## src/card_reader_ctrl_defines.svh

```systemverilog
// Offsets, field positions, reset values and timing constants
`ifndef CARD_READER_CTRL_DEFINES_SVH
`define CARD_READER_CTRL_DEFINES_SVH

// Control space byte offsets
`define OFS_PWR_CLK_RST      8'h02
`define OFS_PIC_CLK_SEL      8'h03
`define OFS_SEC_CLK_SEL      8'h05
`define OFS_DMA_CLK_SEL      8'h07
`define OFS_TOP_IRQ_EN       8'h08
`define OFS_TOP_IRQ_STAT     8'h09
`define OFS_TIMEOUT_SEL      8'h0a
// Engine space byte offsets
`define OFS_ENG_FLAGS        8'h0c
`define OFS_ENG_SETTING      8'h10

// Control register fields
`define BIT_POWER_ON         5
`define BIT_PAD_3V3          4
`define BIT_GATE_EN          1
`define BIT_SOFT_RST_N       0
`define RST_PWR_CLK_RST      8'h11
`define RST_PIC_CLK_SEL      3'h6
`define RST_SEC_CLK_SEL      3'h3
`define RST_DMA_CLK_SEL      3'h0
`define RST_TIMEOUT_SEL      3'h0

// Top interrupt bits
`define BIT_IRQ_CLK_STOP     6
`define BIT_IRQ_ENGINE       5
`define BIT_IRQ_DMA          4
`define BIT_IRQ_SECURE       2
`define BIT_IRQ_PICTURE      0
`define TOP_IRQ_MASK         8'h75

// Engine setting fields
`define ENG_EVT_W            11
`define ENG_MASK_MSB         10
`define ENG_WAIT_LSB         16
`define ENG_WAIT_MSB         17
`define EVT_WRONG_SRC        5
`define EVT_WAIT_TIMEOUT     0

// Timing
`define CLK_MHZ              100
`define T_32_US              32
`define T_256_US             256
`define T_1024_US            1024
`define T_1_US               1
`define T_1_MS               1
`define T_256_MS             256
`define T_512_MS             512
`define T_1024_MS            1024
`define US_PER_MS            1000
`define CNT_W                27

`endif

```

## src/card_reader_ctrl_pkg.sv

```systemverilog
// Types shared by the card reader control block
package card_reader_ctrl_pkg;

  typedef enum logic [2:0] {
    TO_OFF     = 3'b000,
    TO_32US    = 3'b001,
    TO_256US   = 3'b010,
    TO_1024US  = 3'b011,
    TO_256MS   = 3'b100,
    TO_512MS   = 3'b101,
    TO_1024MS  = 3'b110,
    TO_RSVD    = 3'b111
  } timeout_sel_t;

  typedef enum logic [1:0] {
    WAIT_NEVER  = 2'b00,
    WAIT_1US    = 2'b01,
    WAIT_1MS    = 2'b10,
    WAIT_1024MS = 2'b11
  } wait_sel_t;

endpackage

```

## src/card_reader_ctrl.sv

```systemverilog
// Card reader power, clock, reset and interrupt control
`timescale 1ns/1ps
`include "card_reader_ctrl_defines.svh"

module card_reader_ctrl #(
  parameter int unsigned CNT_256US  = `T_256_US * `CLK_MHZ,
  parameter int unsigned CNT_1024US = `T_1024_US * `CLK_MHZ,
  parameter int unsigned CNT_1MS    = `T_1_MS * `US_PER_MS * `CLK_MHZ,
  parameter int unsigned CNT_256MS  = `T_256_MS * `US_PER_MS * `CLK_MHZ,
  parameter int unsigned CNT_512MS  = `T_512_MS * `US_PER_MS * `CLK_MHZ,
  parameter int unsigned CNT_1024MS = `T_1024_MS * `US_PER_MS * `CLK_MHZ
) (
  input  wire logic        clk_i,
  input  wire logic        rst_i,
  input  wire logic        reg_space_i,
  input  wire logic [7:0]  reg_addr_i,
  input  wire logic        reg_wr_i,
  input  wire logic        reg_rd_i,
  input  wire logic [31:0] reg_wdata_i,
  output logic      [31:0] reg_rdata_o,
  input  wire logic        card_removed_i,
  input  wire logic        usb_clk_stopped_i,
  input  wire logic        picture_irq_i,
  input  wire logic        secure_irq_i,
  input  wire logic        dma_irq_i,
  input  wire logic [10:0] eng_event_i,
  input  wire logic        eng_wait_i,
  input  wire logic        xfer_active_i,
  input  wire logic        picture_busy_i,
  input  wire logic        secure_busy_i,
  input  wire logic        dma_busy_i,
  output logic             socket_power_o,
  output logic             pad_3v3_o,
  output logic             soft_reset_o,
  output logic             picture_clk_run_o,
  output logic             secure_clk_run_o,
  output logic             dma_clk_run_o,
  output logic      [2:0]  picture_clk_sel_o,
  output logic      [2:0]  secure_clk_sel_o,
  output logic      [2:0]  dma_clk_sel_o,
  output logic             timeout_o,
  output logic             irq_o
);

  localparam int unsigned CNT_32US = `T_32_US * `CLK_MHZ;
  localparam int unsigned CNT_1US  = `T_1_US * `CLK_MHZ;
  localparam logic [7:0]  PWR_RST  = `RST_PWR_CLK_RST;

  // Pin synchronisers
  logic [1:0] removed_sync_q;
  logic [1:0] clkstop_sync_q;

  always_ff @(posedge clk_i or posedge rst_i) begin
    if (rst_i) begin
      removed_sync_q <= 2'b00;
      clkstop_sync_q <= 2'b00;
    end else begin
      removed_sync_q <= {removed_sync_q[0], card_removed_i};
      clkstop_sync_q <= {clkstop_sync_q[0], usb_clk_stopped_i};
    end
  end

  wire card_removed = removed_sync_q[1];
  wire clk_stopped  = clkstop_sync_q[1];

  // Register decode
  wire ctl_space  = ~reg_space_i;
  wire wr_pwr     = reg_wr_i & ctl_space & (reg_addr_i == `OFS_PWR_CLK_RST);
  wire wr_pic     = reg_wr_i & ctl_space & (reg_addr_i == `OFS_PIC_CLK_SEL);
  wire wr_sec     = reg_wr_i & ctl_space & (reg_addr_i == `OFS_SEC_CLK_SEL);
  wire wr_dma     = reg_wr_i & ctl_space & (reg_addr_i == `OFS_DMA_CLK_SEL);
  wire wr_ien     = reg_wr_i & ctl_space & (reg_addr_i == `OFS_TOP_IRQ_EN);
  wire wr_to      = reg_wr_i & ctl_space & (reg_addr_i == `OFS_TIMEOUT_SEL);
  wire wr_flags   = reg_wr_i & reg_space_i & (reg_addr_i == `OFS_ENG_FLAGS);
  wire wr_setting = reg_wr_i & reg_space_i & (reg_addr_i == `OFS_ENG_SETTING);

  // Control register state
  logic       power_q, pad_3v3_q, gate_en_q, soft_rst_q;
  logic [2:0] pic_sel_q, sec_sel_q, dma_sel_q, to_sel_q;
  logic [7:0] irq_en_q;
  logic [`ENG_EVT_W-1:0] eng_mask_q, eng_flags_q;
  logic [1:0] wait_sel_q;

  wire power_d = card_removed ? 1'b0 :
                 wr_pwr ? reg_wdata_i[`BIT_POWER_ON] : power_q;
  wire soft_rst_d = wr_pwr & ~reg_wdata_i[`BIT_SOFT_RST_N];

  always_ff @(posedge clk_i or posedge rst_i) begin
    if (rst_i) begin
      power_q    <= PWR_RST[`BIT_POWER_ON];
      pad_3v3_q  <= PWR_RST[`BIT_PAD_3V3];
      gate_en_q  <= PWR_RST[`BIT_GATE_EN];
      soft_rst_q <= 1'b0;
    end else begin
      power_q    <= power_d;
      soft_rst_q <= soft_rst_d;
      if (wr_pwr) begin
        pad_3v3_q <= reg_wdata_i[`BIT_PAD_3V3];
        gate_en_q <= reg_wdata_i[`BIT_GATE_EN];
      end
    end
  end

  always_ff @(posedge clk_i or posedge rst_i) begin
    if (rst_i) begin
      pic_sel_q <= `RST_PIC_CLK_SEL;
      sec_sel_q <= `RST_SEC_CLK_SEL;
      dma_sel_q <= `RST_DMA_CLK_SEL;
      to_sel_q  <= `RST_TIMEOUT_SEL;
      irq_en_q  <= 8'h00;
    end else begin
      if (wr_pic) pic_sel_q <= reg_wdata_i[2:0];
      if (wr_sec) sec_sel_q <= reg_wdata_i[2:0];
      if (wr_dma) dma_sel_q <= reg_wdata_i[2:0];
      if (wr_to)  to_sel_q  <= reg_wdata_i[2:0];
      if (wr_ien) irq_en_q  <= reg_wdata_i[7:0] & `TOP_IRQ_MASK;
    end
  end

  // Engine setting register and event flags
  logic wait_expired;
  wire [`ENG_EVT_W-1:0] eng_set =
    eng_event_i | {{(`ENG_EVT_W-1){1'b0}}, wait_expired};
  wire [`ENG_EVT_W-1:0] eng_clr =
    wr_flags ? reg_wdata_i[`ENG_EVT_W-1:0] : '0;

  always_ff @(posedge clk_i or posedge rst_i) begin
    if (rst_i) begin
      eng_mask_q  <= '0;
      wait_sel_q  <= 2'b00;
      eng_flags_q <= '0;
    end else begin
      if (wr_setting) begin
        eng_mask_q <= reg_wdata_i[`ENG_MASK_MSB:0];
        wait_sel_q <= reg_wdata_i[`ENG_WAIT_MSB:`ENG_WAIT_LSB];
      end
      eng_flags_q <= (eng_flags_q & ~eng_clr) | eng_set;
    end
  end

  // Engine interrupt only from enabled flags
  wire eng_irq = |(eng_flags_q & eng_mask_q);

  // Top status and interrupt output
  wire [7:0] top_status = {1'b0, clk_stopped, eng_irq, dma_irq_i,
                           1'b0, secure_irq_i, 1'b0, picture_irq_i};
  wire irq_d = |(top_status & irq_en_q);

  // Wait-for-controller timer
  logic [`CNT_W-1:0] wait_cnt_q;
  logic [`CNT_W-1:0] wait_lim;
  always_comb begin
    case (card_reader_ctrl_pkg::wait_sel_t'(wait_sel_q))
      card_reader_ctrl_pkg::WAIT_1US:    wait_lim = `CNT_W'(CNT_1US);
      card_reader_ctrl_pkg::WAIT_1MS:    wait_lim = `CNT_W'(CNT_1MS);
      card_reader_ctrl_pkg::WAIT_1024MS: wait_lim = `CNT_W'(CNT_1024MS);
      default:                           wait_lim = '0;
    endcase
  end
  wire wait_run = eng_wait_i & (wait_lim != '0);
  assign wait_expired = wait_run & (wait_cnt_q >= wait_lim - `CNT_W'(1));

  always_ff @(posedge clk_i or posedge rst_i) begin
    if (rst_i) begin
      wait_cnt_q <= '0;
    end else if (!wait_run || wait_expired) begin
      wait_cnt_q <= '0;
    end else begin
      wait_cnt_q <= wait_cnt_q + `CNT_W'(1);
    end
  end

  // Transfer time-out timer
  logic [`CNT_W-1:0] to_cnt_q;
  logic [`CNT_W-1:0] to_lim;
  logic              to_done_q;
  always_comb begin
    case (card_reader_ctrl_pkg::timeout_sel_t'(to_sel_q))
      card_reader_ctrl_pkg::TO_32US:   to_lim = `CNT_W'(CNT_32US);
      card_reader_ctrl_pkg::TO_256US:  to_lim = `CNT_W'(CNT_256US);
      card_reader_ctrl_pkg::TO_1024US: to_lim = `CNT_W'(CNT_1024US);
      card_reader_ctrl_pkg::TO_256MS:  to_lim = `CNT_W'(CNT_256MS);
      card_reader_ctrl_pkg::TO_512MS:  to_lim = `CNT_W'(CNT_512MS);
      card_reader_ctrl_pkg::TO_1024MS: to_lim = `CNT_W'(CNT_1024MS);
      default:                         to_lim = '0;
    endcase
  end
  wire to_run = xfer_active_i & (to_lim != '0) & ~to_done_q;
  wire to_hit = to_run & (to_cnt_q >= to_lim - `CNT_W'(1));

  always_ff @(posedge clk_i or posedge rst_i) begin
    if (rst_i) begin
      to_cnt_q  <= '0;
      to_done_q <= 1'b0;
    end else if (!xfer_active_i) begin
      to_cnt_q  <= '0;
      to_done_q <= 1'b0;
    end else if (to_run) begin
      to_cnt_q  <= to_hit ? '0 : to_cnt_q + `CNT_W'(1);
      to_done_q <= to_hit;
    end
  end

  // Read data
  logic [31:0] rdata_d;
  always_comb begin
    rdata_d = 32'h0000_0000;
    if (!reg_rd_i) begin
      rdata_d = 32'h0000_0000;
    end else if (reg_space_i && reg_addr_i == `OFS_ENG_FLAGS) begin
      rdata_d[`ENG_EVT_W-1:0] = eng_flags_q;
    end else if (reg_space_i && reg_addr_i == `OFS_ENG_SETTING) begin
      rdata_d[`ENG_MASK_MSB:0] = eng_mask_q;
      rdata_d[`ENG_WAIT_MSB:`ENG_WAIT_LSB] = wait_sel_q;
    end else if (reg_space_i) begin
      rdata_d = 32'h0000_0000;
    end else if (reg_addr_i == `OFS_PWR_CLK_RST) begin
      rdata_d[`BIT_POWER_ON]   = power_q;
      rdata_d[`BIT_PAD_3V3]    = pad_3v3_q;
      rdata_d[`BIT_GATE_EN]    = gate_en_q;
      rdata_d[`BIT_SOFT_RST_N] = ~soft_rst_q;
    end else if (reg_addr_i == `OFS_PIC_CLK_SEL) begin
      rdata_d[2:0] = pic_sel_q;
    end else if (reg_addr_i == `OFS_SEC_CLK_SEL) begin
      rdata_d[2:0] = sec_sel_q;
    end else if (reg_addr_i == `OFS_DMA_CLK_SEL) begin
      rdata_d[2:0] = dma_sel_q;
    end else if (reg_addr_i == `OFS_TOP_IRQ_EN) begin
      rdata_d[7:0] = irq_en_q;
    end else if (reg_addr_i == `OFS_TOP_IRQ_STAT) begin
      rdata_d[7:0] = top_status;
    end else if (reg_addr_i == `OFS_TIMEOUT_SEL) begin
      rdata_d[2:0] = to_sel_q;
    end
  end

  // Registered outputs
  always_ff @(posedge clk_i or posedge rst_i) begin
    if (rst_i) begin
      reg_rdata_o       <= 32'h0000_0000;
      irq_o             <= 1'b0;
      timeout_o         <= 1'b0;
      picture_clk_run_o <= 1'b1;
      secure_clk_run_o  <= 1'b1;
      dma_clk_run_o     <= 1'b1;
    end else begin
      reg_rdata_o       <= rdata_d;
      irq_o             <= irq_d;
      timeout_o         <= to_hit;
      picture_clk_run_o <= ~gate_en_q | picture_busy_i;
      secure_clk_run_o  <= ~gate_en_q | secure_busy_i;
      dma_clk_run_o     <= ~gate_en_q | dma_busy_i;
    end
  end

  assign socket_power_o    = power_q;
  assign pad_3v3_o         = pad_3v3_q;
  assign soft_reset_o      = soft_rst_q;
  assign picture_clk_sel_o = pic_sel_q;
  assign secure_clk_sel_o  = sec_sel_q;
  assign dma_clk_sel_o     = dma_sel_q;

  // Helper count of cycles in an unbroken 1 us wait, saturating at 255, read by the wait check
  logic [7:0] wait_hold_q;
  wire        hold_run = eng_wait_i &
                         (wait_sel_q == card_reader_ctrl_pkg::WAIT_1US);

  always_ff @(posedge clk_i or posedge rst_i) begin
    if (rst_i) begin
      wait_hold_q <= 8'h00;
    end else if (!hold_run) begin
      wait_hold_q <= 8'h00;
    end else if (wait_hold_q != 8'hff) begin
      wait_hold_q <= wait_hold_q + 8'h01;
    end
  end

  // Checks
  a_power_removal: assert property (@(posedge clk_i)
    disable iff (rst_i) card_removed |=> !socket_power_o)
    else $error("Socket power stayed on after removal");

  a_soft_reset_pulse: assert property (@(posedge clk_i)
    disable iff (rst_i) (soft_reset_o && !wr_pwr) |=> !soft_reset_o)
    else $error("Soft reset did not release");

  a_soft_reset_write: assert property (@(posedge clk_i)
    disable iff (rst_i)
    (wr_pwr && !reg_wdata_i[`BIT_SOFT_RST_N]) |=> soft_reset_o)
    else $error("Soft reset write ignored");

  a_wrong_src_mask: assert property (@(posedge clk_i)
    disable iff (rst_i)
    (eng_flags_q == (`ENG_EVT_W'(1) << `EVT_WRONG_SRC))
      && !eng_mask_q[`EVT_WRONG_SRC] |-> !eng_irq)
    else $error("Masked wrong-source event raised interrupt");

  a_flag_set_wins: assert property (@(posedge clk_i)
    disable iff (rst_i) eng_event_i[1] |=> eng_flags_q[1])
    else $error("Engine event lost");

  a_flag_w1c: assert property (@(posedge clk_i)
    disable iff (rst_i)
    (wr_flags && reg_wdata_i[2] && !eng_event_i[2]) |=> !eng_flags_q[2])
    else $error("Write one did not clear flag");

  a_irq_out: assert property (@(posedge clk_i)
    disable iff (rst_i) ##1 irq_o == $past(|(top_status & irq_en_q)))
    else $error("Interrupt output mismatch");

  a_irq_en_gate: assert property (@(posedge clk_i)
    disable iff (rst_i) (irq_en_q == 8'h00) |=> !irq_o)
    else $error("Interrupt raised with all enables off");

  a_wait_timeout: assert property (@(posedge clk_i)
    disable iff (rst_i)
    (hold_run && wait_hold_q == 8'(CNT_1US - 1))
      |=> eng_flags_q[`EVT_WAIT_TIMEOUT])
    else $error("Wait timeout not flagged after 1 us");

  a_gate_run: assert property (@(posedge clk_i)
    disable iff (rst_i)
    !gate_en_q |=> picture_clk_run_o && secure_clk_run_o && dma_clk_run_o)
    else $error("Clock stopped while gating disabled");

  a_timeout_pulse: assert property (@(posedge clk_i)
    disable iff (rst_i) timeout_o |=> !timeout_o)
    else $error("Time-out longer than one cycle");

  c_soft_reset: cover property (@(posedge clk_i) disable iff (rst_i)
    soft_reset_o ##1 !soft_reset_o);
  c_removal: cover property (@(posedge clk_i) disable iff (rst_i)
    socket_power_o ##1 !socket_power_o);
  c_irq: cover property (@(posedge clk_i) disable iff (rst_i) irq_o);
  c_timeout: cover property (@(posedge clk_i) disable iff (rst_i) timeout_o);

endmodule

```

## config.mk

```make
export PLATFORM = sky130hd
export DESIGN_NAME = card_reader_ctrl
export DESIGN_NICKNAME = d
export VERILOG_FILES = /design/src/card_reader_ctrl_pkg.sv /design/src/card_reader_ctrl.sv
export VERILOG_INCLUDE_DIRS = /design/src
export SDC_FILE = /design/constraint.sdc
export NUM_CORES = 1
export LEC_CHECK = 0
export BUFFER_PORTS_ARGS = -buffer_cell sky130_fd_sc_hd__buf_2
export CAP_MARGIN = 20
export CORE_MARGIN = 1.5
export CORE_UTILIZATION = 58
export DETAILED_ROUTE_END_ITERATION = 10
export PLACE_DENSITY = 0.81
export REMOVE_ABC_BUFFERS = 1
export SLEW_MARGIN = 20
export SYNTH_ARGS = -nofsm -noshare
export SYNTH_HDL_FRONTEND = slang
export SYNTH_SLANG_ARGS = --single-unit
```

## constraint.sdc

```tcl
create_clock -name clk_i -period 4.5 [get_ports clk_i]
set_input_delay 0.675 -clock clk_i [delete_from_list [all_inputs] [get_ports clk_i]]
set_output_delay 0.675 -clock clk_i [all_outputs]
set_load 0.005 [all_outputs]
```

==> results of run 1 <==
-- final timing paths --
kind | from | end | cells past startpoint
setup / recovery | to_sel_q[0] | to_cnt_q[26] | 17
hold / removal | rst_i | timeout_o | 2
setup reg to reg | to_sel_q[0] | to_cnt_q[26] | 17
hold reg to reg | clkstop_sync_q[0] | clkstop_sync_q[1] | 0
max in group asynchronous | rst_i | secure_clk_sel_o[0] | 3
min in group clk_i | card_removed_i | removed_sync_q[0] | 1
-- cell families (layout without fill, tap and decap cells) --
kind of cell,after synthesis,count (layout),synth area share [%]
AND/OR/NAND/NOR,310,310,22.1
AO/OA/AOI/OAI,143,143,12.9
flip-flops,122,122,41.6
buffers and inverters,71,144,4.86
adder cells (fa/ha/maj),57,57,9.68
multiplexers,38,38,5.71
XOR/XNOR,26,26,3.09
other,1,19,0.0509
-- flip-flops by register name, indices dropped and copies added (netlist names), 2 cells and up --
| signal | count |
|---|---|
| to_cnt_q | 27 |
| irq_en_q | 5 |
| picture_clk_sel_o | 3 |
| eng_flags_q | 11 |
| secure_clk_sel_o | 3 |
| eng_mask_q | 11 |
| reg_rdata_o | 13 |
| wait_sel_q | 2 |
| clkstop_sync_q | 2 |
| removed_sync_q | 2 |
| dma_clk_sel_o | 3 |
| wait_cnt_q | 27 |
| to_sel_q | 3 |
-- Yosys cell counts, types with 7 or more instances --
| cell type | number |
|---|---|
| nand3b_1 | 7 |
| xnor2_1 | 8 |
| a21o_1 | 13 |
| nand3_1 | 46 |
| dfrtp_1 | 114 |
| and3_1 | 13 |
| a22o_1 | 7 |
| buf_2 | 7 |
| nor2b_1 | 10 |
| nand4_1 | 18 |
| clkbuf_1 | 16 |
| ha_1 | 57 |
| inv_1 | 23 |
| nor2_1 | 41 |
| buf_4 | 22 |
| dfstp_2 | 8 |
| nor4_1 | 10 |
| a21oi_1 | 36 |
| nand2_1 | 79 |
| nand2b_1 | 10 |
| o21ai_0 | 22 |
| a31oi_1 | 13 |
| nor3_1 | 42 |
| a22oi_1 | 12 |
| xor2_1 | 18 |
| mux2_2 | 32 |
-- routing by layer --
| layer | wire (um) | GRT usage, % | share of wire (%) |
|---|---|---|---|
| met5 | 0 | 0 | 0 |
| met4 | 314 | 8.78 | 1.8 |
| met3 | 908 | 7.69 | 5.1 |
| met2 | 8870 | 46.7 | 50 |
| met1 | 7560 | 36.0 | 43 |
-- power by group through the flow --
| stage | clock network (W) | logic (W) | registers, W |
|---|---|---|---|
| after floorplan | 0 | 0.000130 | 0.00114 |
| after global placement | 0 | 0.000205 | 0.00115 |
| after detailed placement | 0 | 0.000215 | 0.00115 |
| after CTS | 0.00139 | 0.000217 | 0.00113 |
| after global routing | 0.00144 | 0.000247 | 0.00113 |
| final | 0.00138 | 0.000219 | 0.00113 |
-- worst reg2reg max path: cells and delay by family (launching register included) --
| kind | cells | cell delay (ns) |
|---|---|---|
| simple gates | 6 | 1.56 |
| buf+inv | 4 | 0.53 |
| flops | 1 | 0.43 |
| fa+ha+maj | 3 | 0.78 |
| compound gates | 4 | 0.81 |
-- metrics by stage --
step / hold slack (ns) / cells / utilization, % / worst slack [ns] / power, W
2_1_floorplan: 0.331 / 739 / - / 0.440 / 0.00127
4_1_cts: 0.334 / 1025 / 69.2 / 0.200 / 0.00274
6_report: 0.340 / 1027 / 69.5 / 0.307 / 0.00272
3_5_place_dp: 0.335 / 993 / 64.3 / 0.238 / 0.00136
3_3_place_gp: 0.336 / 993 / 64.3 / 0.409 / 0.00135
5_1_grt: 0.331 / 1027 / 69.5 / 0.0572 / 0.00282
-- final cells by class --
cell class              count  area share (%)
flip-flops and latches    122            36.1
inverters                  24            1.09
well taps                 168            2.48
clock buffers              18            5.06
clock inverters            14            1.95
multi-input cells         593            47.5
repair buffers             88            5.84
-- timing repair --
action	CTS	global route
buffers inserted	0	2
hold buffers	0	0
endpoints found under the setup margin	0	17
resized for setup	0	1
==> reports/results.txt, run 1 <==
Synth cell types - 63
Worst Setup Start Kind - flop
Dpl hpwl - 12500 um
Synthesis-to-layout area growth - 15.2%
Commonest non-fill, non-tap cells in the layout - dfrtp_1, nand2_1, buf_2
Pint - 0.00202 W
Syn Area/Cell - 9.59 um^2
Ys flop type - dfrtp_1
Worst EP arrival - 4.51 ns
Switch Pwr - 0.000705 W
Tmin final - 4.19 ns
Leak Pwr - 3.93 nW
Max stage delay on crit path - 0.43 ns
Vias in the first global route - 6178
Worst hold path type - primary input to asynchronous set/reset pin
TritonCTS clock tree - yes
Combinational power share - 8.0%
Final wirelength - 17700 um
CTS H-tree lvls - 4
Largest net degree at the start of global routing - 53
Worst setup EP type - flop
Final Wtd Congestion - 0.870
Setup tns final - 0 ns
CP bufs+invs - 4
IO Port Bufs - 76
Synth Register Bits - 122
Layout cells sized above 1 - 20.1%
Peak VDD IR - 0.288 mV
Pwr Density - 321 nW/um^2
Standard-cell rows - 40
Footprint of the multi-input gates - 4030 um^2
Worst path most repeated cell - ha_1
Final instance area - 8490 um^2
IO Pins - 115
Maxcap violations - 0
Worst Skew - 0.0114 ns
Slew headroom - 37.0%
Root buffer selected by CTS - clkbuf_16
DIE AREA - 13400 um^2
Routed WL per cell - 17.2 um
Setup Crit Path Kind - flop to flop
Fillers - 933
Clock tree buffer depth - 2
Final ANT Viol Nets - 0
DP Area - 7860 um^2
Top cells by area, synth - dfrtp_1, ha_1, mux2_2
Endpoints failing hold - 0
RSZ-0062 raised after global routing - false
Seq pwr share - 41.5%
Clock power frac - 50.5%
Antenna violations before repair - 0
GR Overflow Total - 0
Delay-heaviest family, CP - simple AND/OR/NAND/NOR gates
Global-route usage over all layers - 28.1%
Seq. cell area - 3060 um^2
Critical Path RT - 4.82 ns
Slew Viols, Final - 0
Register area share after synthesis - 41.6%
Setup-failing EPs final - 0
Die span in x - 116 um
Number of CTS-inserted buffers - 17
Synth Instances - 768
Remaining DRCs - 0
R2r setup slk - 0.31 ns
DR vias/cell - 6.06
Die Y - 116 um
Skew-Pair Late Insertion Delay - 0.44 ns
Critical Path Fanout Max - 12
Slew @ Worst Pin - 0.945 ns
Post-synth ARST share - 100%
Synth area leader - dfrtp_1
Tcrit/Tclk final - 93.2%
Most common cell after layout, fill and taps aside - dfrtp_1
Crit-path cells - inv_1 > ha_1 > or2_2 > nand2b_1 > ha_1 > inv_1 > nor3_2 > a21oi_1 > ha_1 > nand4_1 > nor4_2 > o311a_1 > nor4b_4 > buf_4 > buf_12 > a31o_1 > a22o_1
Ant diodes - 0
Total core area - 12200 um^2
Mapped Area - 7370 um^2
Pre-Repair DR Iteration Count - 8
YS warnings - 0
Starting DRT DRC Count - 505
Post-synth EDFFs - 0
Post-layout nets - 969
Status - finished clean
Via count - 6222
Area share of the largest cell type after synthesis - 38.7%
Clk sinks - 122
Starting density of the core - 60.3%
Global-route wire length before repair - 29400 um
Clock-pin transition on the worst setup and hold timing paths - 0.06 ns
Fmax - 238 MHz
CP max stage cell - dfrtp_1
Sw frac - 25.9%
Power figures use the tool's default switching activity.
==> run 2, diff against run 1 <==
--- a/config.mk
+++ b/config.mk
@@ -9,9 +9,10 @@
 export BUFFER_PORTS_ARGS = -buffer_cell sky130_fd_sc_hd__buf_2
 export CAP_MARGIN = 20
 export CORE_MARGIN = 1.5
-export CORE_UTILIZATION = 58
+export CORE_UTILIZATION = 59
+export CTS_BUF_LIST = sky130_fd_sc_hd__clkbuf_4 sky130_fd_sc_hd__clkbuf_8
 export DETAILED_ROUTE_END_ITERATION = 10
-export PLACE_DENSITY = 0.81
+export PLACE_DENSITY = 0.83
 export REMOVE_ABC_BUFFERS = 1
 export SLEW_MARGIN = 20
 export SYNTH_ARGS = -nofsm -noshare
==> reports/results.txt, run 2 (synthesis results as in run 1) <==
Status - finished clean
Via count - 6203 (-0.31%)
Non-filler instance count after layout - 1024 (-0.29%)
Slew headroom - 36.3% (-0.67 points)
Critical Path Fanout Max - 8 (-4)
Number of CTS-inserted buffers - 17 (unchanged)
TritonCTS clock tree - yes
Fillers - 912 (-2.3%)
Setup-failing EPs final - 0 (unchanged)
Pre-Repair DR Iteration Count - 6 (-2)
Dpl hpwl - 12200 um (-2.4%)
R2r startpoint - to_sel_q[1]
Worst hold path type - primary input to asynchronous set/reset pin
Remaining DRCs - 0 (unchanged)
Final ANT Viol Nets - 0 (unchanged)
R2R Path End - to_cnt_q[26]
Placed Instances - 991 (-0.20%)
Commonest non-fill, non-tap cells in the layout - dfrtp_1, nand2_1, buf_2
Layout cells sized above 1 - 20.0% (-0.16 points)
CP max stage cell - dfrtp_1
Biggest regs - to_cnt_q (27), wait_cnt_q (27), reg_rdata_o (13)
Fmax - 237 MHz (-0.54%)
Die span in x - 115 um (-0.83%)
Worst Setup EP - to_cnt_q[26]
Antenna violations before repair - 0 (unchanged)
GR Overflow Total - 0 (unchanged)
Standard-cell rows - 40 (unchanged)
Clock tree buffer depth - 2 (unchanged)
Largest net degree at the start of global routing - 47 (-11%)
Post-layout nets - 967 (-0.21%)
Pwr Density - 283 nW/um^2 (-12%)
Clock-pin transition on the worst setup and hold timing paths - 0.08 ns (+0.02 ns)
Crit-path cells - inv_1 > ha_1 > or2_2 > nand2b_1 > ha_1 > inv_1 > nor3_2 > a21oi_1 > ha_1 > nand4_1 > nor4_2 > o311a_1 > nor4b_4 > buf_4 > buf_4 > a31o_1 > a22o_1
Worst setup EP type - flop
Max stage delay on crit path - 0.47 ns (+0.04 ns)
Clock power frac - 42.5% (-8.0 points)
Total core area - 12100 um^2 (-0.82%)
Clk sinks - 122 (unchanged)
Setup tns final - 0 ns (unchanged)
Worst Setup SP - to_sel_q[1]
Seq pwr share - 48.3% (+6.8 points)
Starting DRT DRC Count - 592 (+17%)
Global-route wire length before repair - 28600 um (-2.6%)
Die Y - 115 um (-0.83%)
Starting density of the core - 60.8% (+0.50 points)
Peak VDD IR - 0.276 mV (-4.3%)
Setup Crit Path Kind - flop to flop
CTS H-tree lvls - 4 (unchanged)
Worst Setup Start Kind - flop
FF-to-FF path depth - 17 (unchanged)
Skew-Pair Late Insertion Delay - 0.45 ns (about the same)
PnR worst setup slack - 0.284 ns (-0.0226 ns)
IO Port Bufs - 76 (unchanged)
Synthesis-to-layout area growth - 12.2%
Final Wtd Congestion - 0.951 (+9.4%)
Final wirelength - 17300 um (-2.1%)
Slew Viols, Final - 0 (unchanged)
Critical Path RT - 4.83 ns (about the same)
IO Pins - 115 (unchanged)
Worst Skew - 0.00841 ns (-0.00301 ns)
Global-route usage over all layers - 27.3% (-0.77 points)
Routed WL per cell - 16.9 um (-1.8%)
R2r setup slk - 0.28 ns (-0.02 ns)
Most common cell after layout, fill and taps aside - dfrtp_1
CTS Hold Buffers Added - 0 (unchanged)
Pint - 0.00171 W (-15%)
Worst path most repeated cell - ha_1
RSZ-0062 raised after global routing - false
Root buffer selected by CTS - clkbuf_8
Worst EP arrival - 4.55 ns (+0.04 ns)
Maxcap violations - 0 (unchanged)
Combinational power share - 9.2% (+1.2 points)
Ant diodes - 0 (unchanged)
DIE AREA - 13200 um^2 (-1.7%)
Slew @ Worst Pin - 0.955 ns (+0.0101 ns)
Pre-CTS setup slack - 0.312 ns (+0.0740 ns)
Tmin final - 4.22 ns (+0.0226 ns)
Leak Pwr - 3.81 nW (-2.9%)
Tcrit/Tclk final - 93.7% (+0.50 points)
DR vias/cell - 6.06 (about the same)
Vias in the first global route - 6053 (-2.0%)
Switch Pwr - 0.000625 W (-11%)
Endpoints failing hold - 0 (unchanged)
Sw frac - 26.7% (+0.86 points)
-- run 2: power groups by stage --
stage	Clock (W)	Combinational (W)	Sequential (W)
finish	0.000993	0.000216	0.00113
global route	0.00104	0.000244	0.00113
floorplan	0	0.000130	0.00114
detailed placement	0	0.000212	0.00115
global placement	0	0.000202	0.00115
CTS	0.00101	0.000213	0.00113
-- run 2: worst min path at each step --
stage	startpoint	to	slack, ns	depth (start not counted)
after global placement	removed_sync_q[0]	removed_sync_q[1]	0.34	0
after global routing	rst_i	reg_rdata_o[16]	0.30	2
after CTS	rst_i	reg_rdata_o[16]	0.26	2
after floorplan	clkstop_sync_q[0]	clkstop_sync_q[1]	0.33	0
after detailed placement	removed_sync_q[0]	removed_sync_q[1]	0.34	0
final	rst_i	wait_cnt_q[12]	0.26	2
-- run 2: metrics by stage --
stage	utilization (%)	area [um^2]	total power (W)	hold WS, ns
after floorplan	-	7170	0.00127	0.331
after global placement	64.8	7840	0.00135	0.335
after detailed placement	64.8	7840	0.00136	0.338
after CTS	68.1	8240	0.00235	0.264
after global routing	68.2	8260	0.00242	0.302
final	68.2	8260	0.00234	0.261
-- run 2: cell type report --
class	instances	area [um^2]	share of cell area (%)
Timing Repair Buffer	86	468	5.66
Multi-Input combinational cell	593	4030	48.8
Clock buffer	19	262	3.16
Tap cell	168	210	2.54
Clock inverter	12	139	1.68
Sequential cell	122	3060	37.1
Inverter	24	92.6	1.12
-- run 2: what timing repair did --
item,4_1_cts,5_1_grt
resized for setup,0,1
setup endpoints to repair,0,2
endpoints found under the hold margin,0,0
setup buffers,0,2
-- run 2: metal layers --
| layer | global-route usage (%) | share of wire, % |
|---|---|---|
| met5 | 0 | 0 |
| met4 | 8.23 | 1.6 |
| met3 | 7.01 | 6.0 |
| met2 | 46.3 | 50 |
| met1 | 34.8 | 42 |
-- run 2: critical path, delay by kind of cell, from the launching register on --
kind,cells,cell delay (ns)
AO/OA/AOI/OAI,4,0.79
adder cells (fa/ha/maj),3,0.76
buffers and inverters,4,0.54
flip-flops,1,0.47
AND/OR/NAND/NOR,6,1.54
